<file path="config.mk">
export PLATFORM = sky130hd
export DESIGN_NAME = ecm_regs
export DESIGN_NICKNAME = d
export VERILOG_FILES = /design/src/rtl/ecm_pkg.sv /design/src/rtl/ecm_reg_if.sv /design/src/rtl/ecm_apb.sv /design/src/rtl/ecm_regs.sv
export SDC_FILE = /design/constraint.sdc
export NUM_CORES = 1
export LEC_CHECK = 0
export BUFFER_PORTS_ARGS = -buffer_cell sky130_fd_sc_hd__buf_4
export CAP_MARGIN = 20
export CORE_ASPECT_RATIO = 0.8
export CORE_MARGIN = 2
export CORE_UTILIZATION = 40
export DETAILED_ROUTE_END_ITERATION = 6
export PLACE_DENSITY_LB_ADDON = 0.08
export SLEW_MARGIN = 20
export SYNTH_ARGS = -nofsm -noshare
export SYNTH_HDL_FRONTEND = slang
export SYNTH_SLANG_ARGS = --single-unit
</file>
<file path="constraint.sdc">
create_clock -name clock -period 5.4 [get_ports clock]
set_input_delay 0.81 -clock clock [delete_from_list [all_inputs] [get_ports clock]]
set_output_delay 0.81 -clock clock [all_outputs]
set_load 0.02 [all_outputs]
</file>
<file path="src/rtl/ecm_pkg.sv">
// Constants, types and notes for the echo canceller monitor registers
// Functional notes
// - Cancellation level is 16-bit two's complement; default means 0 dB.
// - Level falls as cancellation proceeds, never below the floor limit.
// - Path change, canceller reset or bypass return level to default.
// - Level drives low-level double-talk flag and fast/slow convergence.
// - Level bits 15..8 read and written at page 1 offset 05.
// - Residual after filter, before nonlinear processor, read as byte pair.
// - Smaller ramp rate setting gives faster noise estimator ramping.
// - Noise estimator ramp rate powers up at four.
package ecm_pkg;

   // Two cancellers share one register page layout
   localparam int NUM_CANC = 2;

   // Word index layout: page in [7:6], canceller in [5], register in [4:0]
   localparam logic [1:0] PAGE_MON = 2'h1;
   localparam logic [1:0] PAGE_NOISE = 2'h2;
   localparam logic [4:0] IDX_LVL_LO = 5'h04;
   localparam logic [4:0] IDX_LVL_HI = 5'h05;
   localparam logic [4:0] IDX_RES_LO = 5'h06;
   localparam logic [4:0] IDX_RES_HI = 5'h07;
   localparam logic [4:0] IDX_RATE_LO = 5'h16;
   localparam logic [4:0] IDX_RATE_HI = 5'h17;

   // Byte address bit fields of paddr
   localparam int ADDR_W = 12;
   localparam int IDX_LSB = 2;
   localparam int CANC_BIT = 7;
   localparam int PAGE_LSB = 8;

   // Values after reset, level decay step and fast convergence threshold
   localparam logic [15:0] LVL_RST = 16'h4800;
   localparam logic [15:0] RATE_RST = 16'h0004;
   localparam logic [15:0] LVL_STEP = 16'h0001;
   localparam logic [15:0] FAST_LEVEL_DEF = 16'h2400;

   // Register selected by a bus access
   typedef enum logic [2:0] {
      SEL_NONE,
      SEL_LVL_LO,
      SEL_LVL_HI,
      SEL_RES_LO,
      SEL_RES_HI,
      SEL_RATE_LO,
      SEL_RATE_HI
   } ecm_sel_t;

endpackage : ecm_pkg

</file>
<file path="src/rtl/ecm_reg_if.sv">
// Register access carrier between the bus slave and the canceller core
`timescale 1ns/1ps
interface ecm_reg_if;
   import ecm_pkg::*;
   logic wr_stb;
   logic rd_stb;
   logic canc;
   ecm_sel_t sel;
   logic [7:0] wdata;
   logic [7:0] rdata;
   modport apb (output wr_stb, output rd_stb, output canc, output sel,
      output wdata, input rdata);
   modport core (input wr_stb, input rd_stb, input canc, input sel,
      input wdata, output rdata);
endinterface : ecm_reg_if

</file>
<file path="src/rtl/ecm_apb.sv">
// APB slave front end: decode, strobes and registered answer
`timescale 1ns/1ps
module ecm_apb
   import ecm_pkg::*;
(
   input wire logic clock,
   input wire logic reset_n,
   input wire logic psel,
   input wire logic penable,
   input wire logic pwrite,
   input wire logic [ADDR_W-1:0] paddr,
   input wire logic [31:0] pwdata,
   output logic [31:0] prdata,
   output logic pready,
   output logic pslverr,
   ecm_reg_if.apb regs
);

   logic [31:0] prdata_r;
   logic pready_r;
   logic pslverr_r;
   logic setup;
   logic access;
   ecm_sel_t sel;

   // Map page and register index onto a register select
   function automatic ecm_sel_t decode(input logic [ADDR_W-1:0] a);
      logic [1:0] page;
      logic [4:0] idx;
      page = a[PAGE_LSB +: 2];
      idx = a[IDX_LSB +: 5];
      decode = SEL_NONE;
      if (a[ADDR_W-1:PAGE_LSB+2] == '0) begin
         if (page == PAGE_MON && idx == IDX_LVL_LO) decode = SEL_LVL_LO;
         if (page == PAGE_MON && idx == IDX_LVL_HI) decode = SEL_LVL_HI;
         if (page == PAGE_MON && idx == IDX_RES_LO) decode = SEL_RES_LO;
         if (page == PAGE_MON && idx == IDX_RES_HI) decode = SEL_RES_HI;
         if (page == PAGE_NOISE && idx == IDX_RATE_LO) decode = SEL_RATE_LO;
         if (page == PAGE_NOISE && idx == IDX_RATE_HI) decode = SEL_RATE_HI;
      end
   endfunction : decode

   // Phase decode and strobes toward the core
   assign sel = decode(paddr);
   assign setup = psel && !penable;
   assign access = psel && penable && pready_r;
   assign regs.sel = sel;
   assign regs.canc = paddr[CANC_BIT];
   assign regs.wdata = pwdata[7:0];
   assign regs.wr_stb = access && pwrite && (sel != SEL_NONE);
   assign regs.rd_stb = setup && !pwrite && (sel != SEL_NONE);

   // Answer is prepared in setup and presented in the first access cycle
   always_ff @(posedge clock or negedge reset_n) begin
      if (!reset_n) begin
         prdata_r <= 32'h00000000;
         pready_r <= 1'b0;
         pslverr_r <= 1'b0;
      end else begin
         pready_r <= setup;
         pslverr_r <= setup && (sel == SEL_NONE);
         if (setup) begin
            prdata_r <= pwrite ? 32'h00000000 : {24'h000000, regs.rdata};
         end
      end
   end

   assign prdata = prdata_r;
   assign pready = pready_r;
   assign pslverr = pslverr_r;

endmodule : ecm_apb

</file>
<file path="src/rtl/ecm_regs.sv">
// Monitor and tuning registers for the canceller pair, with APB access
`timescale 1ns/1ps
module ecm_regs
   import ecm_pkg::*;
#(
   parameter logic [15:0] FAST_LEVEL = FAST_LEVEL_DEF
)
(
   input wire logic clock,
   input wire logic reset_n,
   // APB slave
   input wire logic psel,
   input wire logic penable,
   input wire logic pwrite,
   input wire logic [ADDR_W-1:0] paddr,
   input wire logic [31:0] pwdata,
   output logic [31:0] prdata,
   output logic pready,
   output logic pslverr,
   // Canceller core side, index 0 is canceller A, 1 is canceller B
   input wire logic [NUM_CANC-1:0] sample_en,
   input wire logic [NUM_CANC-1:0][15:0] residual_in,
   input wire logic [NUM_CANC-1:0][15:0] cancellation_floor_limit,
   input wire logic [NUM_CANC-1:0] path_change,
   input wire logic [NUM_CANC-1:0] canc_reset,
   input wire logic [NUM_CANC-1:0] bypass,
   output logic [NUM_CANC-1:0] low_double_talk,
   output logic [NUM_CANC-1:0] fast_converge,
   output logic [NUM_CANC-1:0] noise_ramp_tick,
   output logic [NUM_CANC-1:0][15:0] cancellation_level
);

   ecm_reg_if regs ();

   // Per canceller read bytes, one selected onto the bus read data below
   logic [NUM_CANC-1:0][7:0] rbyte;

   // Bus slave front end
   ecm_apb u_apb (
      .clock(clock),
      .reset_n(reset_n),
      .psel(psel),
      .penable(penable),
      .pwrite(pwrite),
      .paddr(paddr),
      .pwdata(pwdata),
      .prdata(prdata),
      .pready(pready),
      .pslverr(pslverr),
      .regs(regs)
   );

   // Read data of the canceller that the address selects
   assign regs.rdata = rbyte[regs.canc];

   // Magnitude of a two's complement sample, most negative value saturated
   function automatic logic [15:0] mag16(input logic [15:0] v);
      logic [15:0] neg;
      neg = 16'(~v + 16'h0001);
      if (!v[15]) begin
         mag16 = v;
      end else if (v == 16'h8000) begin
         mag16 = 16'h7FFF;
      end else begin
         mag16 = neg;
      end
   endfunction : mag16

   // Signed greater-than of two 16-bit two's complement values
   function automatic logic sgt(input logic [15:0] a, input logic [15:0] b);
      sgt = $signed(a) > $signed(b);
   endfunction : sgt

   genvar c;
   generate
      for (c = 0; c < NUM_CANC; c = c + 1) begin : g_canc

         // Registers of this canceller
         logic [15:0] level_r;
         logic [15:0] level_nxt;
         logic [15:0] resid_r;
         logic [7:0] resid_hi_r;
         logic [15:0] rate_r;
         logic [15:0] rate_nxt;
         logic [15:0] ramp_cnt_r;
         logic [15:0] ramp_cnt_nxt;
         logic low_dt_r;
         logic fast_r;
         logic tick_r;

         // Decoded events
         logic mine;
         logic wr_lvl_lo;
         logic wr_lvl_hi;
         logic wr_rate_lo;
         logic wr_rate_hi;
         logic rd_res_lo;
         logic restart;
         logic [15:0] err_mag;
         logic quieter;
         logic louder;
         logic above_floor;
         logic below_floor;
         logic [15:0] level_dec;
         logic ramp_due;

         // Bus strobes that address this canceller
         assign mine = (regs.canc == c[0]);
         assign wr_lvl_lo = regs.wr_stb && mine && regs.sel == SEL_LVL_LO;
         assign wr_lvl_hi = regs.wr_stb && mine && regs.sel == SEL_LVL_HI;
         assign wr_rate_lo = regs.wr_stb && mine && regs.sel == SEL_RATE_LO;
         assign wr_rate_hi = regs.wr_stb && mine && regs.sel == SEL_RATE_HI;
         assign rd_res_lo = regs.rd_stb && mine && regs.sel == SEL_RES_LO;

         // Any event that restarts the estimate
         assign restart = path_change[c] || canc_reset[c] || bypass[c];

         // Compare residual magnitude against the current estimate
         assign err_mag = mag16(residual_in[c]);
         assign quieter = sample_en[c] && sgt(level_r, err_mag);
         assign louder = sgt(err_mag, level_r);
         assign above_floor = sgt(level_r, cancellation_floor_limit[c]);
         assign below_floor = sgt(cancellation_floor_limit[c], level_r);
         assign level_dec = 16'(level_r - LVL_STEP);

         // Level: restart first, then decay or floor clamp, then software
         always_comb begin
            level_nxt = level_r;
            if (wr_lvl_lo) begin
               level_nxt[7:0] = regs.wdata;
            end
            if (wr_lvl_hi) begin
               level_nxt[15:8] = regs.wdata;
            end
            if (quieter && above_floor) begin
               level_nxt = level_dec;
            end else if (below_floor) begin
               level_nxt = cancellation_floor_limit[c];
            end
            if (restart) begin
               level_nxt = LVL_RST;
            end
         end

         // Estimate register, 0 dB after reset
         always_ff @(posedge clock or negedge reset_n) begin
            if (!reset_n) begin
               level_r <= LVL_RST;
            end else begin
               level_r <= level_nxt;
            end
         end

         // Residual capture; reading the low byte freezes the high byte
         always_ff @(posedge clock or negedge reset_n) begin
            if (!reset_n) begin
               resid_r <= 16'h0000;
               resid_hi_r <= 8'h00;
            end else begin
               if (sample_en[c]) begin
                  resid_r <= residual_in[c];
               end
               if (rd_res_lo) begin
                  resid_hi_r <= resid_r[15:8];
               end
            end
         end

         // Ramp rate setting, byte writable
         always_comb begin
            rate_nxt = rate_r;
            if (wr_rate_lo) begin
               rate_nxt[7:0] = regs.wdata;
            end
            if (wr_rate_hi) begin
               rate_nxt[15:8] = regs.wdata;
            end
         end

         always_ff @(posedge clock or negedge reset_n) begin
            if (!reset_n) begin
               rate_r <= RATE_RST;
            end else begin
               rate_r <= rate_nxt;
            end
         end

         // Ramp divider: one tick every rate+1 samples
         assign ramp_due = sample_en[c] && (ramp_cnt_r >= rate_r);

         always_comb begin
            ramp_cnt_nxt = ramp_cnt_r;
            if (restart || ramp_due) begin
               ramp_cnt_nxt = 16'h0000;
            end else if (sample_en[c]) begin
               ramp_cnt_nxt = 16'(ramp_cnt_r + 16'h0001);
            end
         end

         always_ff @(posedge clock or negedge reset_n) begin
            if (!reset_n) begin
               ramp_cnt_r <= 16'h0000;
               tick_r <= 1'b0;
            end else begin
               ramp_cnt_r <= ramp_cnt_nxt;
               tick_r <= ramp_due && !restart;
            end
         end

         // Double-talk and convergence speed from the estimate
         always_ff @(posedge clock or negedge reset_n) begin
            if (!reset_n) begin
               low_dt_r <= 1'b0;
               fast_r <= 1'b1;
            end else begin
               if (restart) begin
                  low_dt_r <= 1'b0;
               end else if (sample_en[c]) begin
                  low_dt_r <= louder;
               end
               fast_r <= sgt(level_r, FAST_LEVEL);
            end
         end

         // Byte returned for a read of this canceller
         always_comb begin
            case (regs.sel)
               SEL_LVL_LO: rbyte[c] = level_r[7:0];
               SEL_LVL_HI: rbyte[c] = level_r[15:8];
               SEL_RES_LO: rbyte[c] = resid_r[7:0];
               SEL_RES_HI: rbyte[c] = resid_hi_r;
               SEL_RATE_LO: rbyte[c] = rate_r[7:0];
               SEL_RATE_HI: rbyte[c] = rate_r[15:8];
               default: rbyte[c] = 8'h00;
            endcase
         end

         // Outputs straight from the registers above
         assign low_double_talk[c] = low_dt_r;
         assign fast_converge[c] = fast_r;
         assign noise_ramp_tick[c] = tick_r;
         assign cancellation_level[c] = level_r;

      end
   endgenerate

endmodule : ecm_regs

</file>
==> results.json, run 1 <==
{
  "ctsHoldBuffers": 0,
  "fin_crit_sh_pct": 90.08,
  "finalSetupTns_ns": 0,
  "peakVddDrop_mv": 0.2116,
  "grt_first_pass_wirelength_mm": 58.33,
  "clock_sinks": 160,
  "ys_ff_latch": 160,
  "critPathTopFamily": "simple AND/OR/NAND/NOR gates",
  "skew_ns": 0.01230,
  "grt_pass1_vias": 9808,
  "layout_commonest_cell": "buf_4",
  "area_growth_pct": 17.04,
  "p_sw_uw": 980.6,
  "yosysSeqAreaShare_pct": 34.76,
  "cts_tree": "built",
  "portBuffers": 142,
  "grt_max_degree": 103,
  "drtIter0Drc": 718,
  "drv_cap": 0,
  "drc_errors": 0,
  "die_y_um": 156.0,
  "n_antenna_cell": 0,
  "setup_viol_count_final": 0,
  "path_clk_slew_ns": 0.07,
  "crit_required_ns": 5.72,
  "post-dp-hpwl_mm": 28.74,
  "comb_power_share_pct": 19.6,
  "worst_setup_path_end_kind": "register",
  "ys_types": 75,
  "syn_area_per_cell_um2": 8.950,
  "drv_slew": 0,
  "async_flop_share_pct": 100.0,
  "clock_power_share_pct": 41.3,
  "coreArea_mm2": 0.02835,
  "r2r-end": "g_canc[1].level_r[4]",
  "placed_area_mm2": 0.01287,
  "r2r_start": "g_canc[1].level_r[6]",
  "ys_warn_count": 0,
  "final_cell_mix": "157 x buf_4, 152 x dfrtp_1, 142 x nand2_1",
  "ant_nets": 0,
  "cts_max_level": 4,
  "vias": 10300,
  "finalInstanceArea_mm2": 0.01351,
  "internal_power_mw": 2.289,
  "gr-total-overflow": 0,
  "place.gp.congestion": 0.8998,
  "firstDrtPassIters": 5,
  "cts_inserted_buffers": 17,
  "min_period_ns": 4.864,
  "reg2reg_slack_ns": 1.70,
  "cts_setup_buffers": 0,
  "cts_resized": 0,
  "cp_data_arrival_time_ns": 5.19,
  "hold_viol_final": 0,
  "maxSlewHeadroom_pct": 28.49,
  "tightest_slew_ns": 1.064,
  "rows": 55,
  "clk_latency_ns": 0.45,
  "wirelength_mm": 37.85,
  "nNetsFinal": 1635,
  "worstHoldPathType": "in2async",
  "cts-root-buf": "clkbuf_16",
  "vias_per_cell": 5.739,
  "path_class": "in2reg",
  "max_freq_mhz": 205.6,
  "start_kind": "primary input",
  "wl_per_cell_um": 21.09,
  "dieArea_mm2": 0.03025,
  "start_util_pct": 40.72,
  "rsz0062_at_grt": "false",
  "powerDensity_mw_per_mm2": 242.0,
  "path_cells": "buf_4 > inv_1 > ha_1 > nand2_1 > or3_1 > nor3_1 > nand2b_1 > or4_1 > nand3_1 > o21a_1 > ha_1 > and4_1 > a21oi_1 > o21a_1 > o32ai_1 > and4_4 > a2111oi_4 > nand2b_1 > o211ai_1",
  "worst-path-buf-inv": 2,
  "antenna_found_initial": 1,
  "io_pins": 193,
  "syn_inst": 1290,
  "swShare_pct": 29.99,
  "critPathMaxFanout": 10,
  "final_layout_size_suffix_gt1_share_pct": 19.51,
  "path_depth": 19,
  "grt_usage_pct": 25.13,
  "syn-cell-area_mm2": 0.01155,
  "seq_power_share_pct": 39.1,
  "ctsLongestPathBuffers": 2,
  "status": "completed",
  "crit_slowest_cell": "a2111oi_4",
  "p_leak_nw": 6.332,
  "critPathMaxStageDelay_ns": 0.68,
  "synth_edf_count": 0,
  "die_w_um": 194.0,
  "reg2regPathDepth": 11,
  "ys_dominant_reg_cell": "dfrtp_1"
}
synth_stat cells, drive strengths merged, types with 5 or more instances:
cell / number / area, um^2
dfrtp: 152 / 3804
ha: 102 / 1276
a22oi: 5 / 37.54
o21a: 6 / 45.04
a21o: 24 / 180.2
mux2: 60 / 675.7
o211ai: 9 / 67.56
a31oi: 12 / 75.07
a22o: 7 / 61.31
or4: 6 / 52.55
o21ai: 73 / 365.4
nor2b: 8 / 50.05
buf: 42 / 281.5
a211o: 5 / 43.79
or3: 16 / 110.1
nand4: 22 / 137.6
xor2: 30 / 262.8
mux2i: 27 / 270.3
nand2: 142 / 533.0
inv: 84 / 315.3
nand3: 29 / 145.1
a211oi: 6 / 45.04
xnor2: 13 / 113.9
nor2: 73 / 274.0
o22ai: 14 / 87.58
o221ai: 12 / 105.1
clkbuf: 36 / 136.4
nand2b: 19 / 118.9
and4: 7 / 63.81
nor4: 9 / 62.56
and2: 6 / 37.54
dfstp: 8 / 210.2
or2: 5 / 31.28
a221oi: 19 / 166.4
nand3b: 5 / 37.54
o31ai: 19 / 142.6
a21oi: 85 / 425.4
nor3: 28 / 150.1
and3: 24 / 150.1
sequential cells by signal, indices dropped and copies added, names as in the netlist:
signal,count
g_canc.tick_r,2
g_canc.resid_hi_r,16
g_canc.ramp_cnt_r,32
u_apb.pready,1
g_canc.rate_r,32
g_canc.low_dt_r,2
g_canc.fast_r,2
u_apb.pslverr,1
g_canc.resid_r,32
g_canc.level_r,32
u_apb.prdata,8
power by group through the flow:
stage               logic (mW)  registers, mW  clock network (mW)
detailed placement       0.632           1.30                   0
floorplan                0.391           1.30                   0
global placement         0.623           1.30                   0
CTS                      0.634           1.28                1.37
finish                   0.640           1.28                1.35
global route             0.703           1.28                1.42
per-layer routing:
metal  global-route usage (%)  wire (um)
met2                    36.12      15810
met1                    37.98      19100
met5                        0          0
met4                    8.153        929
met3                    4.194       2012
worst reg2reg max path, delay by kind of cell, from the launching register on:
kind	cells	cell delay, ns
multiplexers	1	0.31
flip-flops	1	0.60
AND/OR/NAND/NOR	4	1.12
adder cells (fa/ha/maj)	1	0.34
AO/OA/AOI/OAI	3	0.73
buffers and inverters	2	0.48
worst max-delay path by stage:
stage | from | to | slack [ns]
after detailed placement | residual_in[17] | g_canc[1].level_r[4] | 0.14
after floorplan | residual_in[17] | g_canc[1].level_r[2] | 0.74
after CTS | residual_in[17] | g_canc[1].level_r[4] | 0.61
final | residual_in[17] | g_canc[1].level_r[10] | 0.54
after global placement | residual_in[16] | g_canc[1].level_r[4] | 0.25
after global routing | residual_in[16] | g_canc[1].level_r[10] | 0.19
cell type report:
type	instances	area, um^2
fillers	2800	14840
clock inverters	14	202.7
multi-input cells	991	6889
inverters	84	315.3
flip-flops and latches	160	4014
well taps	370	462.9
clock buffers	18	439.2
repair buffers	158	1190
logic make-up after synthesis:
group | after synthesis | share of synthesized area (%)
multiplexers | 87 | 8.192
flip-flops | 160 | 34.76
AND/OR/NAND/NOR | 408 | 17.78
XOR/XNOR | 43 | 3.262
other | 1 | 0.03248
buffers and inverters | 162 | 6.350
AO/OA/AOI/OAI | 327 | 18.56
adder cells (fa/ha/maj) | 102 | 11.05
per-stage QoR:
| step | setup WS [ns] | cells | hold slack (ns) | power (mW) | util (%) |
|---|---|---|---|---|---|
| after floorplan | 0.7372 | 1313 | 0.4498 | 1.689 | - |
| after global placement | 0.2463 | 1763 | 0.4618 | 1.924 | 45.40 |
| after detailed placement | 0.1442 | 1763 | 0.4708 | 1.933 | 45.40 |
| after CTS | 0.6111 | 1795 | 0.4846 | 3.286 | 47.66 |
| after global routing | 0.1902 | 1795 | 0.5113 | 3.406 | 47.66 |
| final | 0.5356 | 1795 | 0.4604 | 3.270 | 47.66 |
Note: power is estimated with default switching activity, not from simulation.
==> run 2: changes to the inputs <==
--- a/config.mk
+++ b/config.mk
@@ -8,7 +8,6 @@
 export BUFFER_PORTS_ARGS = -buffer_cell sky130_fd_sc_hd__buf_4
 export CAP_MARGIN = 20
 export CORE_ASPECT_RATIO = 0.8
-export CORE_MARGIN = 2
 export CORE_UTILIZATION = 40
 export DETAILED_ROUTE_END_ITERATION = 6
 export PLACE_DENSITY_LB_ADDON = 0.08
==> run 2 against run 1 <==
Compared with the run above: worst setup slack improved by 0.060 ns; sequential share of layout area is 0.16 points higher; sequential power about the same; sequential cell count did not move; first-iteration DRC count fell by 2.2%; final cell count unchanged; final area decreased by 0.53%; hold slack got worse by 0.062 ns; die area down 2.3%; critical path type unchanged; critical endpoint is now g_canc[1].level_r[2]; highest routed layer is now met5.
==> results.json, run 2 (synthesis results as in run 1) <==
{
  "post-dp-hpwl_mm": 28.28,
  "status": "completed",
  "tightest_slew_ns": 1.058,
  "rows": 55,
  "final_layout_size_suffix_gt1_share_pct": 19.37,
  "n_antenna_cell": 0,
  "gr-total-overflow": 0,
  "wirelength_mm": 36.93,
  "nNetsFinal": 1636,
  "min_period_ns": 4.805,
  "cts_resized": 0,
  "drv_cap": 0,
  "io_pins": 193,
  "finalPower_mw": 3.113,
  "worstHoldPathType": "in2async",
  "final_cell_mix": "158 x buf_4, 152 x dfrtp_1, 142 x nand2_1",
  "fin_crit_sh_pct": 88.97,
  "place.gp.congestion": 0.9170,
  "drv_slew": 0,
  "grt_usage_pct": 25.54,
  "path_clk_slew_ns": 0.06,
  "clock_sinks": 160,
  "setup_viol_count_final": 0,
  "wl_per_cell_um": 20.57,
  "cts_setup_buffers": 0,
  "cts-root-buf": "clkbuf_16",
  "finalSetupTns_ns": 0,
  "firstDrtPassIters": 5,
  "max_freq_mhz": 208.1,
  "grt_pass1_vias": 9704,
  "vias": 10200,
  "fin_ws_ns": 0.5955,
  "cts_max_level": 4,
  "area_growth_pct": 16.42,
  "coreArea_mm2": 0.02835,
  "multi_input_area_mm2": 0.006889,
  "p_leak_nw": 6.304,
  "ctsHoldBuffers": 0,
  "vias_per_cell": 5.682,
  "worst_setup_path_end_kind": "register",
  "crit_required_ns": 5.72,
  "postLayoutCoreUtil_pct": 47.41,
  "cts_inserted_buffers": 17,
  "ctsLongestPathBuffers": 2,
  "antenna_found_initial": 1,
  "drc_errors": 0,
  "skew_ns": 0.008933,
  "hold_viol_final": 0,
  "grt_max_degree": 76,
  "die_w_um": 192.0,
  "rsz0062_at_grt": "false",
  "peakVddDrop_mv": 0.2237,
  "grt_first_pass_wirelength_mm": 56.98,
  "clk_latency_ns": 0.44,
  "portBuffers": 142,
  "layout_commonest_cell": "buf_4",
  "die_y_um": 154.0,
  "powerDensity_mw_per_mm2": 231.6,
  "ant_nets": 0,
  "start_util_pct": 40.72,
  "drtIter0Drc": 702,
  "nFillCells": 2759,
  "path_class": "in2reg",
  "critPathMaxFanout": 10,
  "start_kind": "primary input",
  "cts_tree": "built",
  "pre_cts_slack_ns": 0.1732,
  "dieArea_mm2": 0.02955,
  "maxSlewHeadroom_pct": 28.89,
  "regArea_mm2": 0.004014,
  "cp_data_arrival_time_ns": 5.12
}
==> run 2: cell types whose count changed in the layout (fill, tap and decap cells not counted), sizes merged <==
cell / change
clkbuf: +2
inv: -4
clkinv: +3
bufinv: -2
buf: +1
==> run 2: worst max-delay path, cell delays in order <==
cell and delay [ns]:
buf_4 0.12, inv_1 0.09, ha_1 0.17, nand2_1 0.06
or3_1 0.35, nor3_1 0.28, nand2b_1 0.17, or4_1 0.41
nand3_1 0.09, o21a_1 0.16, ha_1 0.25, and4_1 0.23
a21oi_1 0.20, o21a_1 0.15, o32ai_1 0.13, and4_4 0.28
or4_1 0.67, and2_1 0.27, a22o_1 0.22
==> run 2: final cells by class <==
| cell class | instances | area share, % |
|---|---|---|
| Multi-Input combinational cell | 991 | 51.25 |
| Timing Repair Buffer | 159 | 8.908 |
| Clock buffer | 20 | 3.323 |
| Clock inverter | 11 | 0.8657 |
| Sequential cell | 160 | 29.86 |
| Inverter | 84 | 2.346 |
| Tap cell | 370 | 3.444 |
==> run 2: final timing paths <==
check,from,to,slack (ns),depth (start not counted)
worst max-delay path,residual_in[16],g_canc[1].level_r[2],0.60,19
worst min-delay path,reset_n,g_canc[1].level_r[6],0.40,1
worst max register to register,g_canc[1].level_r[9],g_canc[1].level_r[2],1.75,11
worst min register to register,g_canc[0].rate_r[7],g_canc[0].rate_r[7],0.48,2
max in group asynchronous,reset_n,g_canc[1].resid_r[12],3.89,2
min in group clock,g_canc[0].rate_r[7],g_canc[0].rate_r[7],0.48,2
==> run 2: per-stage QoR <==
stage	instances	instance area, um^2	hold slack, ns
4_1_cts	1795	13440	0.4367
5_1_grt	1795	13440	0.4430
3_3_place_gp	1764	12880	0.4620
2_1_floorplan	1313	11630	0.4498
3_5_place_dp	1764	12880	0.4700
6_report	1795	13440	0.3984
==> run 2: report_power, final <==
group / internal (mW) / switching [mW] / total (mW)
sequential: 1.24 / 0.0421 / 1.28
clock: 0.686 / 0.505 / 1.19
combinational: 0.259 / 0.382 / 0.642
total: 2.18 / 0.930 / 3.11
==> run 2: routing by layer <==
layer  global-route usage [%]  routed length (um)  part of all wire (%)  up-vias
li1                         -                   -                     -     4910
met1                    39.03               18470                    50     4895
met2                    35.65               15320                    41      344
met3                    5.090                2350                   6.4       48
met4                    7.445                 784                   2.1        2
met5                        0                  10                 0.027        -
